===== config.mk =====
export PLATFORM = sky130hd
export DESIGN_NAME = sodel_top
export DESIGN_NICKNAME = d
export VERILOG_FILES = /design/src/include/sodel_pkg.sv /design/src/rtl/sodel_timer.sv /design/src/rtl/sodel_top.sv
export VERILOG_INCLUDE_DIRS = /design/src /design/src/include
export SDC_FILE = /design/constraint.sdc
export NUM_CORES = 1
export LEC_CHECK = 0
export BUFFER_PORTS_ARGS = -buffer_cell sky130_fd_sc_hd__buf_2
export CELL_PAD_IN_SITES_DETAIL_PLACEMENT = 0
export CELL_PAD_IN_SITES_GLOBAL_PLACEMENT = 2
export CORE_MARGIN = 4
export CORE_UTILIZATION = 37
export CTS_CLUSTER_SIZE = 25
export DETAILED_ROUTE_END_ITERATION = 8
export PLACE_DENSITY_LB_ADDON = 0.3
export REMOVE_ABC_BUFFERS = 1
export SLEW_MARGIN = 20
export SYNTH_ARGS = -nofsm -noshare
export SYNTH_HDL_FRONTEND = slang
export SYNTH_HIERARCHICAL = 1
export SYNTH_SLANG_ARGS = --single-unit

===== constraint.sdc =====
create_clock -name mclk -period 2.9 [get_ports mclk]
set_input_delay 0.58 -clock mclk [delete_from_list [all_inputs] [get_ports mclk]]
set_output_delay 0.58 -clock mclk [all_outputs]
set_load 0.005 [all_outputs]

===== src/include/sodel_consts.svh =====
`ifndef SODEL_CONSTS_SVH
`define SODEL_CONSTS_SVH
// Register byte offsets
`define SODEL_ADR_CTRL 8'h00
`define SODEL_ADR_STAT 8'h04
`define SODEL_ADR_IRQ 8'h08
`define SODEL_ADR_MASK 8'h0C
`define SODEL_ADR_OFFDLY 8'h10
`define SODEL_ADR_ENTMO 8'h14
// Control bit positions
`define SODEL_CTL_JOG_SEC 0
`define SODEL_CTL_CFG_MODE 1
`define SODEL_CTL_MANUAL 2
`define SODEL_CTL_LOCKOUT 3
`define SODEL_CTL_INIT 4
// Event bit positions
`define SODEL_EV_OFFDLY 0
`define SODEL_EV_CANCEL 1
`define SODEL_EV_ENTMO 2
`define SODEL_EV_ENSTOP 3
`define SODEL_EV_W 4
// Timing
`define SODEL_CLK_HZ 40000000
`define SODEL_TICK_HZ 1000
`define SODEL_TICK_DIV (`SODEL_CLK_HZ / `SODEL_TICK_HZ)
`define SODEL_LAMP_MS 500
`define SODEL_FLASH_MS 250
`define SODEL_OFFDLY_RST 32'h0000_03E8
`define SODEL_ENTMO_RST 32'h0000_2710
`endif


===== src/include/sodel_pkg.sv =====
package sodel_pkg;
   typedef struct packed {
      logic cyc;
      logic stb;
      logic we;
      logic [3:0] sel;
      logic [7:0] adr;
      logic [31:0] dat;
   } sodel_wb_req_type;
   typedef struct packed {
      logic green;
      logic red;
   } sodel_led_type;
   typedef struct packed {
      logic guard_run;
      logic cancel_dly;
      logic latch_reset;
      logic enable_run;
      logic jog_run;
      logic usb_present;
      logic config_backup_module;
   } sodel_in_type;
   typedef enum logic [1:0] {
      SODEL_LAMP_GREEN,
      SODEL_LAMP_RED,
      SODEL_LAMP_DARK,
      SODEL_LAMP_RUN
   } sodel_lamp_type;
endpackage


===== src/rtl/sodel_timer.sv =====
// Tick-driven down counter with terminal count
module sodel_timer #(
   parameter int W = 32
) (
   input wire logic mclk,
   input wire logic srst,
   input wire logic ce,
   input wire logic tick,
   input wire logic start,
   input wire logic stop,
   input wire logic [W-1:0] limit,
   output logic running,
   output logic expired
);
   typedef struct packed {
      logic run;
      logic exp;
      logic [W-1:0] cnt;
   } sodel_tmr_type;
   sodel_tmr_type q, d;
   always_comb begin
      d = q;
      d.exp = 1'b0;
      if (stop) begin
         d.run = 1'b0;
      end else if (start) begin
         d.run = 1'b1;
         d.cnt = limit;
      end else if (q.run && tick) begin
         if (q.cnt <= W'(1)) begin
            d.run = 1'b0;
            d.exp = 1'b1;
         end else begin
            d.cnt = q.cnt - W'(1);
         end
      end
   end
   always_ff @(posedge mclk) begin
      if (srst) begin
         q <= '0;
      end else if (ce) begin
         q <= d;
      end
   end
   assign running = q.run;
   assign expired = q.exp;
endmodule // sodel_timer


===== src/rtl/sodel_top.sv =====
// Contract
// - Cancel-delay input turns a delaying output off at once.
// - Guard returning to run during off-delay keeps output on.
// - Latch reset during off-delay is ignored; output ends off.
// - Enabling device held in run past its limit turns output off.
// - After timeout, only stop then run re-enables the output.
// - Enabling device stop turns off all its outputs.
// - Reset while enabling stopped hands control to associated inputs.
// - With jog on primary, either stop turns the primary off.
// - With jog on secondary, primary follows enabling device alone.
// - Secondary is on only while enabling and jog both run.
// - Power-up lamps: green 0.5 s, red 0.5 s, dark 0.5 s; dark in init.
// - Otherwise every status lamp is lit.
// - Power lamp flashes green in config/manual, red in lockout.
// - Config-port lamp solid green with USB or backup module present.
//
// Register access over Wishbone and the placing of the registers are this design's own decisions.
module sodel_top
   import sodel_pkg::*;
(
   input wire logic mclk,
   input wire logic srst,
   input wire logic ce,
   input sodel_pkg::sodel_in_type pins,
   input sodel_pkg::sodel_wb_req_type wb_req,
   output logic [31:0] wb_dat_o,
   output logic wb_ack_o,
   output logic out_delayed,
   output logic out_primary,
   output logic out_secondary,
   output sodel_pkg::sodel_led_type led_power,
   output sodel_pkg::sodel_led_type led_config,
   output logic irq
);
   import sodel_pkg::*;
`include "sodel_consts.svh"

   // Overridable so a bench can shorten the tick and lamp phases
   parameter int TDIV = `SODEL_TICK_DIV;
   parameter int LAMP = `SODEL_LAMP_MS;
   parameter int FLASH = `SODEL_FLASH_MS;

   typedef struct packed {
      logic [31:0] dat;
      logic ack;
      logic [4:0] ctrl;
      logic [`SODEL_EV_W-1:0] stat;
      logic [`SODEL_EV_W-1:0] mask;
      logic [31:0] offdly_lim;
      logic [31:0] entmo_lim;
      logic [15:0] div;
      logic tick;
      sodel_lamp_type lamp;
      logic [15:0] lamp_cnt;
      logic [15:0] flash_cnt;
      logic flash;
      logic dly_on;
      logic en_locked;
      logic en_prev;
      logic handover;
      logic [2:0] outs;
      sodel_led_type pwr;
      sodel_led_type cfg;
      logic irq;
   } sodel_state_type;

   sodel_state_type q, d;
   logic od_start, od_stop, od_run, od_exp;
   logic en_start, en_stop, en_run, en_exp;
   logic wr, rd_hit;
   logic [`SODEL_EV_W-1:0] ev;

   // Off-delay timer
   assign od_start = q.dly_on && !pins.guard_run && !od_run;
   assign od_stop = pins.guard_run || pins.cancel_dly;
   sodel_timer #(.W(32)) u_offdly (
      .mclk(mclk),
      .srst(srst),
      .ce(ce),
      .tick(q.tick),
      .start(od_start),
      .stop(od_stop),
      .limit(q.offdly_lim),
      .running(od_run),
      .expired(od_exp)
   );

   // Enabling-device run-time limit
   assign en_start = pins.enable_run && !q.en_prev;
   assign en_stop = !pins.enable_run;
   sodel_timer #(.W(32)) u_entmo (
      .mclk(mclk),
      .srst(srst),
      .ce(ce),
      .tick(q.tick),
      .start(en_start),
      .stop(en_stop),
      .limit(q.entmo_lim),
      .running(en_run),
      .expired(en_exp)
   );

   assign wr = wb_req.cyc && wb_req.stb && wb_req.we && !q.ack;
   assign rd_hit = wb_req.cyc && wb_req.stb && !q.ack;

   always_comb begin
      d = q;
      ev = '0;
      d.ack = rd_hit;
      // Fixed-rate tick
      d.tick = 1'b0;
      if (q.div == 16'(TDIV - 1)) begin
         d.div = '0;
         d.tick = 1'b1;
      end else begin
         d.div = q.div + 16'h0001;
      end

      // Delayed output: on with guard, held through delay
      if (pins.guard_run && !od_run) begin
         d.dly_on = 1'b1;
      end else if (pins.cancel_dly && !pins.guard_run) begin
         d.dly_on = 1'b0;
         ev[`SODEL_EV_CANCEL] = q.dly_on;
      end else if (od_exp) begin
         d.dly_on = 1'b0;
         ev[`SODEL_EV_OFFDLY] = 1'b1;
      end
      // Latch reset not looked at while delaying

      // Enabling device lock-out and re-arm
      d.en_prev = pins.enable_run;
      if (en_exp) begin
         d.en_locked = 1'b1;
         ev[`SODEL_EV_ENTMO] = 1'b1;
      end else if (!pins.enable_run) begin
         d.en_locked = 1'b0;
      end
      if (q.en_prev && !pins.enable_run) begin
         ev[`SODEL_EV_ENSTOP] = 1'b1;
      end

      // Authority stays with guard inputs until the device runs or stops anew
      if (!pins.enable_run && pins.latch_reset) begin
         d.handover = 1'b1;
      end else if (pins.enable_run || q.en_prev) begin
         d.handover = 1'b0;
      end
      // Primary and secondary outputs
      if (!pins.enable_run) begin
         d.outs[0] = d.handover && pins.guard_run;
      end else if (q.ctrl[`SODEL_CTL_JOG_SEC]) begin
         d.outs[0] = !q.en_locked && !en_exp && pins.guard_run;
      end else begin
         d.outs[0] = !q.en_locked && !en_exp && pins.guard_run && pins.jog_run;
      end
      d.outs[1] = q.ctrl[`SODEL_CTL_JOG_SEC] && pins.enable_run && pins.jog_run
         && !q.en_locked && !en_exp;
      d.outs[2] = d.dly_on;

      // Lamps
      if (q.tick) begin
         if (q.flash_cnt == 16'(FLASH - 1)) begin
            d.flash_cnt = '0;
            d.flash = !q.flash;
         end else begin
            d.flash_cnt = q.flash_cnt + 16'h0001;
         end
      end
      if (q.tick && q.lamp != SODEL_LAMP_RUN) begin
         if (q.lamp_cnt == 16'(LAMP - 1)) begin
            d.lamp_cnt = '0;
            unique case (q.lamp)
               SODEL_LAMP_GREEN: d.lamp = SODEL_LAMP_RED;
               SODEL_LAMP_RED: d.lamp = SODEL_LAMP_DARK;
               SODEL_LAMP_DARK: d.lamp = SODEL_LAMP_RUN;
               SODEL_LAMP_RUN: d.lamp = SODEL_LAMP_RUN;
            endcase
         end else begin
            d.lamp_cnt = q.lamp_cnt + 16'h0001;
         end
      end
      unique case (q.lamp)
         SODEL_LAMP_GREEN: begin
            d.pwr = '{green: 1'b1, red: 1'b0};
            d.cfg = '{green: 1'b1, red: 1'b0};
         end
         SODEL_LAMP_RED: begin
            d.pwr = '{green: 1'b0, red: 1'b1};
            d.cfg = '{green: 1'b0, red: 1'b1};
         end
         SODEL_LAMP_DARK: begin
            d.pwr = '0;
            d.cfg = '0;
         end
         SODEL_LAMP_RUN: begin
            if (q.ctrl[`SODEL_CTL_INIT]) begin
               d.pwr = '0;
               d.cfg = '0;
            end else begin
               if (q.ctrl[`SODEL_CTL_LOCKOUT]) begin
                  d.pwr = '{green: 1'b0, red: q.flash};
               end else if (q.ctrl[`SODEL_CTL_CFG_MODE] || q.ctrl[`SODEL_CTL_MANUAL]) begin
                  d.pwr = '{green: q.flash, red: 1'b0};
               end else begin
                  d.pwr = '{green: 1'b1, red: 1'b0};
               end
               if (pins.usb_present || pins.config_backup_module) begin
                  d.cfg = '{green: 1'b1, red: 1'b0};
               end else begin
                  d.cfg = '{green: 1'b0, red: 1'b1};
               end
            end
         end
      endcase

      // Register writes; hardware set wins over clear
      d.stat = q.stat & ~(wr && wb_req.adr == `SODEL_ADR_IRQ && wb_req.sel[0]
         ? wb_req.dat[`SODEL_EV_W-1:0] : '0);
      d.stat = d.stat | ev;
      if (wr && wb_req.sel[0]) begin
         unique case (wb_req.adr)
            `SODEL_ADR_CTRL: d.ctrl = wb_req.dat[4:0];
            `SODEL_ADR_MASK: d.mask = wb_req.dat[`SODEL_EV_W-1:0];
            default: ;
         endcase
      end
      if (wr && wb_req.sel == 4'hF) begin
         unique case (wb_req.adr)
            `SODEL_ADR_OFFDLY: d.offdly_lim = wb_req.dat;
            `SODEL_ADR_ENTMO: d.entmo_lim = wb_req.dat;
            default: ;
         endcase
      end
      unique case (wb_req.adr)
         `SODEL_ADR_CTRL: d.dat = {27'h0, q.ctrl};
         `SODEL_ADR_STAT: d.dat = {25'h0, q.outs, q.en_locked, od_run, en_run, q.dly_on};
         `SODEL_ADR_IRQ: d.dat = {28'h0, q.stat};
         `SODEL_ADR_MASK: d.dat = {28'h0, q.mask};
         `SODEL_ADR_OFFDLY: d.dat = q.offdly_lim;
         `SODEL_ADR_ENTMO: d.dat = q.entmo_lim;
         default: d.dat = 32'h0000_0000;
      endcase
      d.irq = |(d.stat & q.mask);
   end

   always_ff @(posedge mclk) begin
      if (srst) begin
         q <= '0;
         q.lamp <= SODEL_LAMP_GREEN;
         q.offdly_lim <= `SODEL_OFFDLY_RST;
         q.entmo_lim <= `SODEL_ENTMO_RST;
         q.pwr <= '{green: 1'b1, red: 1'b0};
         q.cfg <= '{green: 1'b1, red: 1'b0};
      end else if (ce) begin
         q <= d;
      end
   end

   assign wb_dat_o = q.dat;
   assign wb_ack_o = q.ack;
   assign out_primary = q.outs[0];
   assign out_secondary = q.outs[1];
   assign out_delayed = q.outs[2];
   assign led_power = q.pwr;
   assign led_config = q.cfg;
   assign irq = q.irq;
endmodule // sodel_top


==> impl_metrics.toml, run 1 <==
[grt]
grt_pass1_vias = 11257
grt_usage_pct = 21.8
overflow = 0
antenna_found_initial = 3
grt_pass1_wl_mm = 64.6
grt_max_degree = 98

[sta]
fin_tns_setup_ns = 0
skew_ns = 0.00851
final-hold-violation-count = 0
period_minus_slack_ns = 2.71
period_share_pct = 93.6
tightest_slew_ns = 0.795
setup_slack_ns = 0.186
slew_headroom_pct = 46.7
setup_viol = 0
clock.fmax_mhz = 368
slew_viol_final = 0
rsz0062_at_grt = "no"

[worst_setup_path]
endpoint_kind = "flip-flop"
crit_arrival_ns = 3.13
path_class = "reg2reg"
cp-start-kind = "flip-flop"
crit_path_max_fanout = 11
required_ns = 3.32

[yosys]
async_flop_share_pct = 0
synth.top_cells.by_area = "dfxtp_1 38%, mux2i_1 6.7%, nand2_1 6.0%, nor2_1 3.9%, a21oi_1 2.8%"
synthCells = 1498
synth_edf_count = 0
ys_seq_area_share_pct = 38.3
syn_area_sq_mm = 0.0126
synth_flop_cell = "dfxtp_1"
synth.distinct_cells = 70
yosysWarnings = 6
synth_top_cell_area_share_pct = 38.3
ys_ff_latch = 241
syn_area_per_cell_sq_um = 8.42
synth_top_area_cell = "dfxtp_1"

[route]
routed_wl_mm = 41.4
via_per_inst = 5.76
firstDrtPassIters = 5
vias = 11697
post_drt_wl_per_cell_microns = 20.4
first_iter_violations = 733
ant_nets = 0
drc_errors = 0

[die]
fp.dieW_microns = 193
fp.dieH_microns = 193
die-area_sq_mm = 0.0371
coreArea_sq_mm = 0.0336
io_pins = 98
row_count = 67
initial_utilization_pct = 37.5

[pwr]
power_mw = 7.79
power_density_mw_per_mm2 = 538
p_leak_nw = 5.53
vdd_drop_max_mv = 0.433

[clock_network]
numCtsBuffers = 29
cts_tree = "yes"
worstSkewPairLatency_ns = 0.55
cts_setup_buffers = 0
clk_path_buf_depth = 3
ctsHoldBuffers = 0
cts.sinks = 241
root_buffer = "clkbuf_16"
cts_resized = 0
path_clk_slew_ns = 0.06
htreeDepth = 1

[cells_and_area]
drive_gt1_share_pct = 16.4
area_delta_synth_final_pct = 14.8
finalNetCount = 1626

[placed_design]
place.port_buffers = 97
place.gp.congestion = 0.910
post-place-ws_ns = 0.196
hpwl_mm = 29.7

[worst_hold_path]
hold_path.class = "in2reg"

[run]
drv_cap = 0

[run_status]
outcome = "complete, no violations"
-- worst paths after layout --
check | from | endpoint | slack [ns] | depth (start not counted)
worst max-delay path | u_entmo/q[27] | u_entmo/q[31] | 0.19 | 5
worst min-delay path | wb_req[7] | q[71] | 0.29 | 3
worst max register to register | u_entmo/q[27] | u_entmo/q[31] | 0.19 | 5
worst min register to register | wb_dat_o[1] | wb_dat_o[1] | 0.46 | 2
-- cells in the mapped netlist, types with 11 or more instances --
cell	instances
clkbuf_1	65
a21oi_1	71
or3_1	21
xnor2_1	16
a31oi_1	14
nor4_1	41
o22ai_1	15
nor2_1	132
nor3_1	45
or4_1	16
dfxtp_1	241
buf_4	37
nand4_1	28
o31ai_1	20
a211oi_1	22
and2_1	11
a22oi_1	46
xor2_1	14
mux2i_1	84
and4_1	16
nand2_1	200
nand3_1	47
inv_1	30
and3_1	14
mux2_2	25
buf_2	13
o21ai_0	34
-- power breakdown --
part           switching, mW  leakage, nW  internal (mW)
combinational          0.426         3.11          0.208
clock                   1.45        0.478           2.35
sequential            0.0250         1.94           3.33
total                   1.90         5.53           5.88
-- cell usage in the layout (no fill, tap or decap), types with 44 or more instances in the layout --
master   instances
a21oi_1         71
mux2i_1         84
nand3_1         46
dfxtp_1        241
nor3_1          44
nand2_1        200
nor2_1         131
buf_4           63
a22oi_1         46
buf_2           96
-- per-stage QoR --
step | hold WS [ns] | util (%) | cell area [sq um] | std cells
3_3_place_gp | 0.441 | 40.1 | 13500 | 1978
4_1_cts | 0.263 | 43.0 | 14500 | 2029
3_5_place_dp | 0.449 | 40.1 | 13500 | 1978
6_report | 0.292 | 43.1 | 14500 | 2030
5_1_grt | 0.280 | 43.1 | 14500 | 2030
2_1_floorplan | 0.441 | - | 11900 | 1368
-- flip-flops by register name (all words and copies together) (netlist names) --
signal / count
irq: 1
u_entmo/q: 32
led_config: 2
u_offdly/running: 1
q: 133
u_entmo/running: 1
u_offdly/expired: 1
out_secondary: 1
out_primary: 1
u_entmo/expired: 1
u_offdly/q: 32
wb_ack_o: 1
led_power: 2
wb_dat_o: 32
-- routing by layer --
metal	wire, microns	vias up	track usage [%]
li1	-	5657	-
met1	18700	5667	29.7
met2	19500	296	36.1
met3	2080	73	3.42
met4	1070	4	5.43
met5	21	-	0
-- logic make-up after synthesis --
family	share of synthesized area (%)
simple gates	24.7
fa+ha+maj	0.794
buf+inv	6.55
xor+xnor	2.08
flops	38.3
compound gates	18.0
mux	9.61
-- critical path, stage by stage (launching register included) --
cell and delay, ns:
dfxtp_1 0.33, or3_1 0.45, or4_4 0.55, or4_1 0.74, nand2_1 0.38, o32ai_1 0.13
-- final cells by class --
class | count | area [sq um]
clock buffer | 39 | 793
fill | 3405 | 19100
timing repair buffer | 162 | 1010
inverter | 30 | 114
sequential | 241 | 4820
antenna | 1 | 2.50
clock inverter | 12 | 190
multi-input combinational | 1097 | 6970
tap | 448 | 561
(Power assumes the default switching activity.)
==> run 2: changes to the inputs <==
--- a/config.mk
+++ b/config.mk
@@ -6,14 +6,15 @@
 export SDC_FILE = /design/constraint.sdc
 export NUM_CORES = 1
 export LEC_CHECK = 0
+export ABC_AREA = 1
 export BUFFER_PORTS_ARGS = -buffer_cell sky130_fd_sc_hd__buf_2
 export CELL_PAD_IN_SITES_DETAIL_PLACEMENT = 0
 export CELL_PAD_IN_SITES_GLOBAL_PLACEMENT = 2
 export CORE_MARGIN = 4
-export CORE_UTILIZATION = 37
+export CORE_UTILIZATION = 33
 export CTS_CLUSTER_SIZE = 25
 export DETAILED_ROUTE_END_ITERATION = 8
-export PLACE_DENSITY_LB_ADDON = 0.3
+export PLACE_DENSITY_LB_ADDON = 0.1
 export REMOVE_ABC_BUFFERS = 1
 export SLEW_MARGIN = 20
 export SYNTH_ARGS = -nofsm -noshare
==> impl_metrics.toml, run 2 <==
[worst_setup_path]
crit_arrival_ns = 2.65
crit_path_max_fanout = 29
r2r_end = "u_offdly/q[14]"
worstRegToRegCells = 12
endpoint_kind = "flip-flop"
path_class = "reg2reg"
cp-start-kind = "flip-flop"
r2r_slack_ns = 0.70
crit-reg2reg-launch = "u_offdly/q[0]"
required_ns = 3.35

[yosys]
synthSimpleGateAreaFrac_pct = 37.8
synth_top_family_by_area = "simple AND/OR/NAND/NOR gates"
synth_flop_cell = "dfxtp_1"
syn_area_sq_mm = 0.0133
syn_area_per_cell_sq_um = 6.37
synth_mux_area_share_pct = 0
synth_top_cell_area_share_pct = 36.4
synth-xor-area-share_pct = 0.991
yosysWarnings = 6
synth-compound-area-share_pct = 14.1
synth_edf_count = 0
ys_ff_latch = 241
synthCells = 2079
yosysMostFrequentCell = "nand2_1"
synth_fa_ha_area_share_pct = 0.755
ys_seq_area_share_pct = 36.4
synth_top_area_cell = "dfxtp_1"
synth.top_cells.by_area = "dfxtp_1 36%, nand2_1 14%, nor2_1 13%, o21ai_0 7.5%, inv_1 4.6%"
synth.distinct_cells = 51
async_flop_share_pct = 0
synth_commonest_cells = "485 x nand2_1, 457 x nor2_1, 241 x dfxtp_1"

[sta]
setup_viol = 0
period_minus_slack_ns = 2.20
slew_viol_final = 0
period_share_pct = 75.8
rsz0062_at_grt = "no"
final-hold-violation-count = 0
tightest_slew_ns = 1.00
clock.fmax_mhz = 455
slew_headroom_pct = 33.2
skew_ns = 0.0102

[clock_network]
cts_tree = "yes"
htreeDepth = 1
root_buffer = "clkbuf_16"
cts_resized = 0
cts_setup_buffers = 0
worstSkewPairLatency_ns = 0.57
ctsHoldBuffers = 0
path_clk_slew_ns = 0.06
clk_path_buf_depth = 3
numCtsBuffers = 30
cts.sinks = 241

[cells_and_area]
largest_register = "q"
largest_register_ffs = 133
finalNetCount = 2185
final_common_cell = "nand2_1"
stdcell_count = 2669
antenna_cells = 0
area_delta_synth_final_pct = 13.2
mostFrequentLayoutCells = "485 x nand2_1, 455 x nor2_1, 241 x dfxtp_1, 199 x o21ai_0, 163 x inv_1"
drive_gt1_share_pct = 10.9

[pwr]
vdd_drop_max_mv = 0.503
power.switching_mw = 2.20
power_mw = 8.17
seqPwrFrac_pct = 41.7
p_leak_nw = 6.60
clkPwrFrac_pct = 47.5
switching_share_pct = 26.9
comb_power_share_pct = 10.8
power.internal_mw = 5.97
power_density_mw_per_mm2 = 545

[grt]
overflow = 0
grt_usage_pct = 20.5
grt_max_degree = 43
grt_pass1_vias = 12465
antenna_found_initial = 0
grt_pass1_wl_mm = 72.2

[worst_hold_path]
hold-path-endpoint = "q[77]"
hold_path.class = "in2reg"
worstHoldPathCells = 3
hold_start = "wb_req[13]"

[route]
ant_nets = 0
via_per_inst = 4.89
routed_wl_mm = 45.7
firstDrtPassIters = 5
drc_errors = 0
first_iter_violations = 884
post_drt_wl_per_cell_microns = 17.1
vias = 13060

[die]
row_count = 73
die-area_sq_mm = 0.0434
coreArea_sq_mm = 0.0397
initial_utilization_pct = 33.4
fp.dieW_microns = 208
io_pins = 98
fp.dieH_microns = 208

[placed_design]
place.gp.congestion = 0.824
place.port_buffers = 97
dp_cells = 2613
hpwl_mm = 33.5

[run]
drv_cap = 0

[run_status]
outcome = "complete, no violations"
==> run 2: cell count changes after synthesis, moves of 25 or more <==
cell     previous run  this run
mux2i_1            84         0
o21ai_0            34       199
nand3_1            47       122
mux2_2             25         0
nand2_1           200       485
nor2_1            132       457
a22oi_1            46         1
inv_1              30       163
nor4_1             41        11
==> run 2: per-layer routing <==
layer,part of all wire (%),GRT usage [%]
met3,3.1,2.52
met2,46,33.5
met5,0,0
met4,2.0,4.01
met1,49,29.2
==> run 2: power groups by stage <==
stage / registers [mW] / clock network [mW] / logic, mW
floorplan: 3.46 / 0 / 0.552
global placement: 3.48 / 0 / 0.892
detailed placement: 3.48 / 0 / 0.892
CTS: 3.41 / 4.01 / 0.895
global route: 3.41 / 4.14 / 0.998
finish: 3.41 / 3.88 / 0.882
==> run 2: how the worst max path moves through the flow <==
stage | from | end | slack, ns | depth (start not counted)
finish | u_offdly/q[0] | u_offdly/q[14] | 0.70 | 12
detailed placement | ce | u_entmo/q[21] | 0.60 | 9
CTS | u_offdly/q[0] | u_offdly/q[11] | 0.68 | 12
global route | u_offdly/q[0] | u_offdly/q[15] | 0.47 | 12
floorplan | pins[6] | u_offdly/q[10] | -1.01 | 8
global placement | pins[6] | u_offdly/q[21] | 0.64 | 8
==> run 2: kinds of logic (layout without fill, tap and decap cells) <==
kind of cell    count (synthesis)  count (layout)
buf+inv                       289             354
xor+xnor                       15              15
fa+ha+maj                       8               8
compound gates                340             340
simple gates                 1186            1186
flops                         241             241
==> run 2: stage by stage <==
stage / TNS, ns / hold WS, ns / cell area, sq um / util (%) / setup slack (ns)
CTS: 0 / 0.244 / 15000 / 37.8 / 0.685
floorplan: -36.94 / 0.439 / 12600 / - / -1.01
finish: 0 / 0.279 / 15000 / 37.8 / 0.702
global placement: 0 / 0.454 / 14000 / 35.2 / 0.636
global route: 0 / 0.252 / 15000 / 37.8 / 0.473
detailed placement: 0 / 0.458 / 14000 / 35.2 / 0.599
==> run 2: cell type report <==
type                       count  area, sq um
clock buffer                  47          926
multi-input combinational   1549         7130
sequential                   241         4820
tap                          525          657
clock inverter                 9         97.6
timing repair buffer         121          703
inverter                     177          667
fill                        4419        24700
==> run 2: worst max-delay path, stage by stage (launching register included) <==
cell and delay, ns:
dfxtp_1 0.38, inv_1 0.09, ha_1 0.32, nand2_4 0.15, nor2_4 0.05, inv_2 0.09
nand2_2 0.05, nand3_2 0.11, nand2_2 0.08, nand2_4 0.07, clkinv_2 0.38, nor2_1 0.22
nor2_1 0.06
==> run 3: changes to the inputs <==
--- a/config.mk
+++ b/config.mk
@@ -6,12 +6,12 @@
 export SDC_FILE = /design/constraint.sdc
 export NUM_CORES = 1
 export LEC_CHECK = 0
-export ABC_AREA = 1
+export ABC_AREA = 0
 export BUFFER_PORTS_ARGS = -buffer_cell sky130_fd_sc_hd__buf_2
 export CELL_PAD_IN_SITES_DETAIL_PLACEMENT = 0
 export CELL_PAD_IN_SITES_GLOBAL_PLACEMENT = 2
 export CORE_MARGIN = 4
-export CORE_UTILIZATION = 33
+export CORE_UTILIZATION = 37
 export CTS_CLUSTER_SIZE = 25
 export DETAILED_ROUTE_END_ITERATION = 8
 export PLACE_DENSITY_LB_ADDON = 0.1
==> constraint.sdc (replaced) <==
create_clock -name mclk -period 2.25 [get_ports mclk]
set_input_delay 0.45 -clock mclk [delete_from_list [all_inputs] [get_ports mclk]]
set_output_delay 0.45 -clock mclk [all_outputs]
set_load 0.005 [all_outputs]
==> impl_metrics.toml, run 3 (synthesis gave the netlist of run 1 again) <==
[worst_setup_path]
path_class = "reg2reg"
cp-start-kind = "flip-flop"
crit_arrival_ns = 2.76
required_ns = 2.71
crit_path_max_fanout = 6
endpoint_kind = "flip-flop"

[cells_and_area]
antenna_cells = 0
largest_register = "q"
final_common_cell = "dfxtp_1"
mostFrequentLayoutCells = "239 x dfxtp_1, 199 x nand2_1, 171 x buf_4, 129 x nor2_1, 96 x buf_2"
multi_input_area_sq_mm = 0.00713
finalNetCount = 1746
drive_gt1_share_pct = 24.6
seqCellArea_sq_mm = 0.00483
final_cell_area_sq_mm = 0.0156
largest_register_ffs = 133
area_delta_synth_final_pct = 24.0
fillers = 3422

[clock_network]
numCtsBuffers = 30
ctsHoldBuffers = 0
htreeDepth = 1
root_buffer = "clkbuf_16"
path_clk_slew_ns = 0.06
worstSkewPairLatency_ns = 0.56
cts_tree = "yes"
clk_path_buf_depth = 3
cts.sinks = 241

[sta]
period_share_pct = 102
setup_slack_ns = -0.0479
slew_headroom_pct = 46.1
period_minus_slack_ns = 2.30
tightest_slew_ns = 0.803
skew_ns = 0.0145
setup_viol = 13
rsz0062_at_grt = "yes"
final-hold-violation-count = 0
slew_viol_final = 0
clock.fmax_mhz = 435

[die]
row_count = 67
fp.dieW_microns = 193
fp.dieH_microns = 193
io_pins = 98
initial_utilization_pct = 37.5
coreArea_sq_mm = 0.0336
die-area_sq_mm = 0.0371

[pwr]
vdd_drop_max_mv = 0.569
power_mw = 10.3
p_leak_nw = 6.19
power_density_mw_per_mm2 = 657

[placed_design]
hpwl_mm = 32.6
place.port_buffers = 97
place_area_sq_mm = 0.0144
place.gp.congestion = 0.916

[grt]
overflow = 0
grtUsageMet1_pct = 33.3
grt.met2_usage_pct = 36.5
grt_max_degree = 62
grt.met3_usage_pct = 3.00
grt_pass1_vias = 11618
antenna_found_initial = 1
grt-busiest-layer = "met2"
grt_pass1_wl_mm = 67.4
grt_usage_pct = 22.9

[route]
post_drt_wl_per_cell_microns = 20.3
firstDrtPassIters = 7
routed_wl_mm = 43.7
first_iter_violations = 856
ant_nets = 0
via_per_inst = 5.59
vias = 12034
drc_errors = 0

[run]
drv_cap = 0

[run_status]
violations = "negative setup slack"
outcome = "complete, but fails checks"

[worst_hold_path]
hold_path.class = "in2reg"
[run 3: per-stage QoR]
| step | TNS, ns | worst slack [ns] | hold WS, ns | instances | utilization [%] |
|---|---|---|---|---|---|
| floorplan | -122.78 | -1.75 | 0.441 | 1368 | - |
| global placement | -2.34 | -0.0919 | 0.449 | 2095 | 42.9 |
| detailed placement | -4.41 | -0.128 | 0.452 | 2095 | 42.9 |
| CTS | -0.0142 | -0.00940 | 0.127 | 2152 | 46.2 |
| global route | -1.45 | -0.0786 | 0.141 | 2152 | 46.5 |
| finish | -0.356 | -0.0479 | 0.155 | 2152 | 46.5 |
[run 3: final cells by class]
class	instances	area share (%)
Clock buffer	41	5.45
Clock inverter	14	1.06
Inverter	30	0.728
Multi-Input combinational cell	1097	45.6
Sequential cell	241	30.9
Tap cell	448	3.58
Timing Repair Buffer	281	12.8
[run 3: final timing paths]
kind,start,to,slack (ns),depth (start not counted)
worst max register to register,u_offdly/q[27],u_offdly/q[14],-0.05,5
worst min-delay path,wb_req[18],q[114],0.15,3
worst max-delay path,u_offdly/q[27],u_offdly/q[14],-0.05,5
worst min register to register,led_config[0],led_config[0],0.46,2
[run 3: power by group]
part / switching [mW] / internal (mW)
registers: 0.0249 / 4.29
clock network: 1.96 / 2.99
logic: 0.618 / 0.405
total: 2.60 / 7.68
[run 3: per-layer routing]
| metal | share of wire [%] | wire length [microns] |
|---|---|---|
| met1 | 48 | 21100 |
| met2 | 45 | 19800 |
| met3 | 4.3 | 1890 |
| met4 | 2.2 | 943 |
| met5 | 0 | 0 |
[run 3: repair_timing]
action,CTS,global route
pin swaps,1,16
setup endpoints to repair,59,47
buffers inserted,2,0
resized for setup,13,33
endpoints found under the hold margin,0,0
[run 3: critical path: stages (launching register included)]
cell and delay (ns):
dfxtp_2 0.32, or3_4 0.39, or4_4 0.50, or4_4 0.60, a21o_1 0.21, a32o_1 0.19
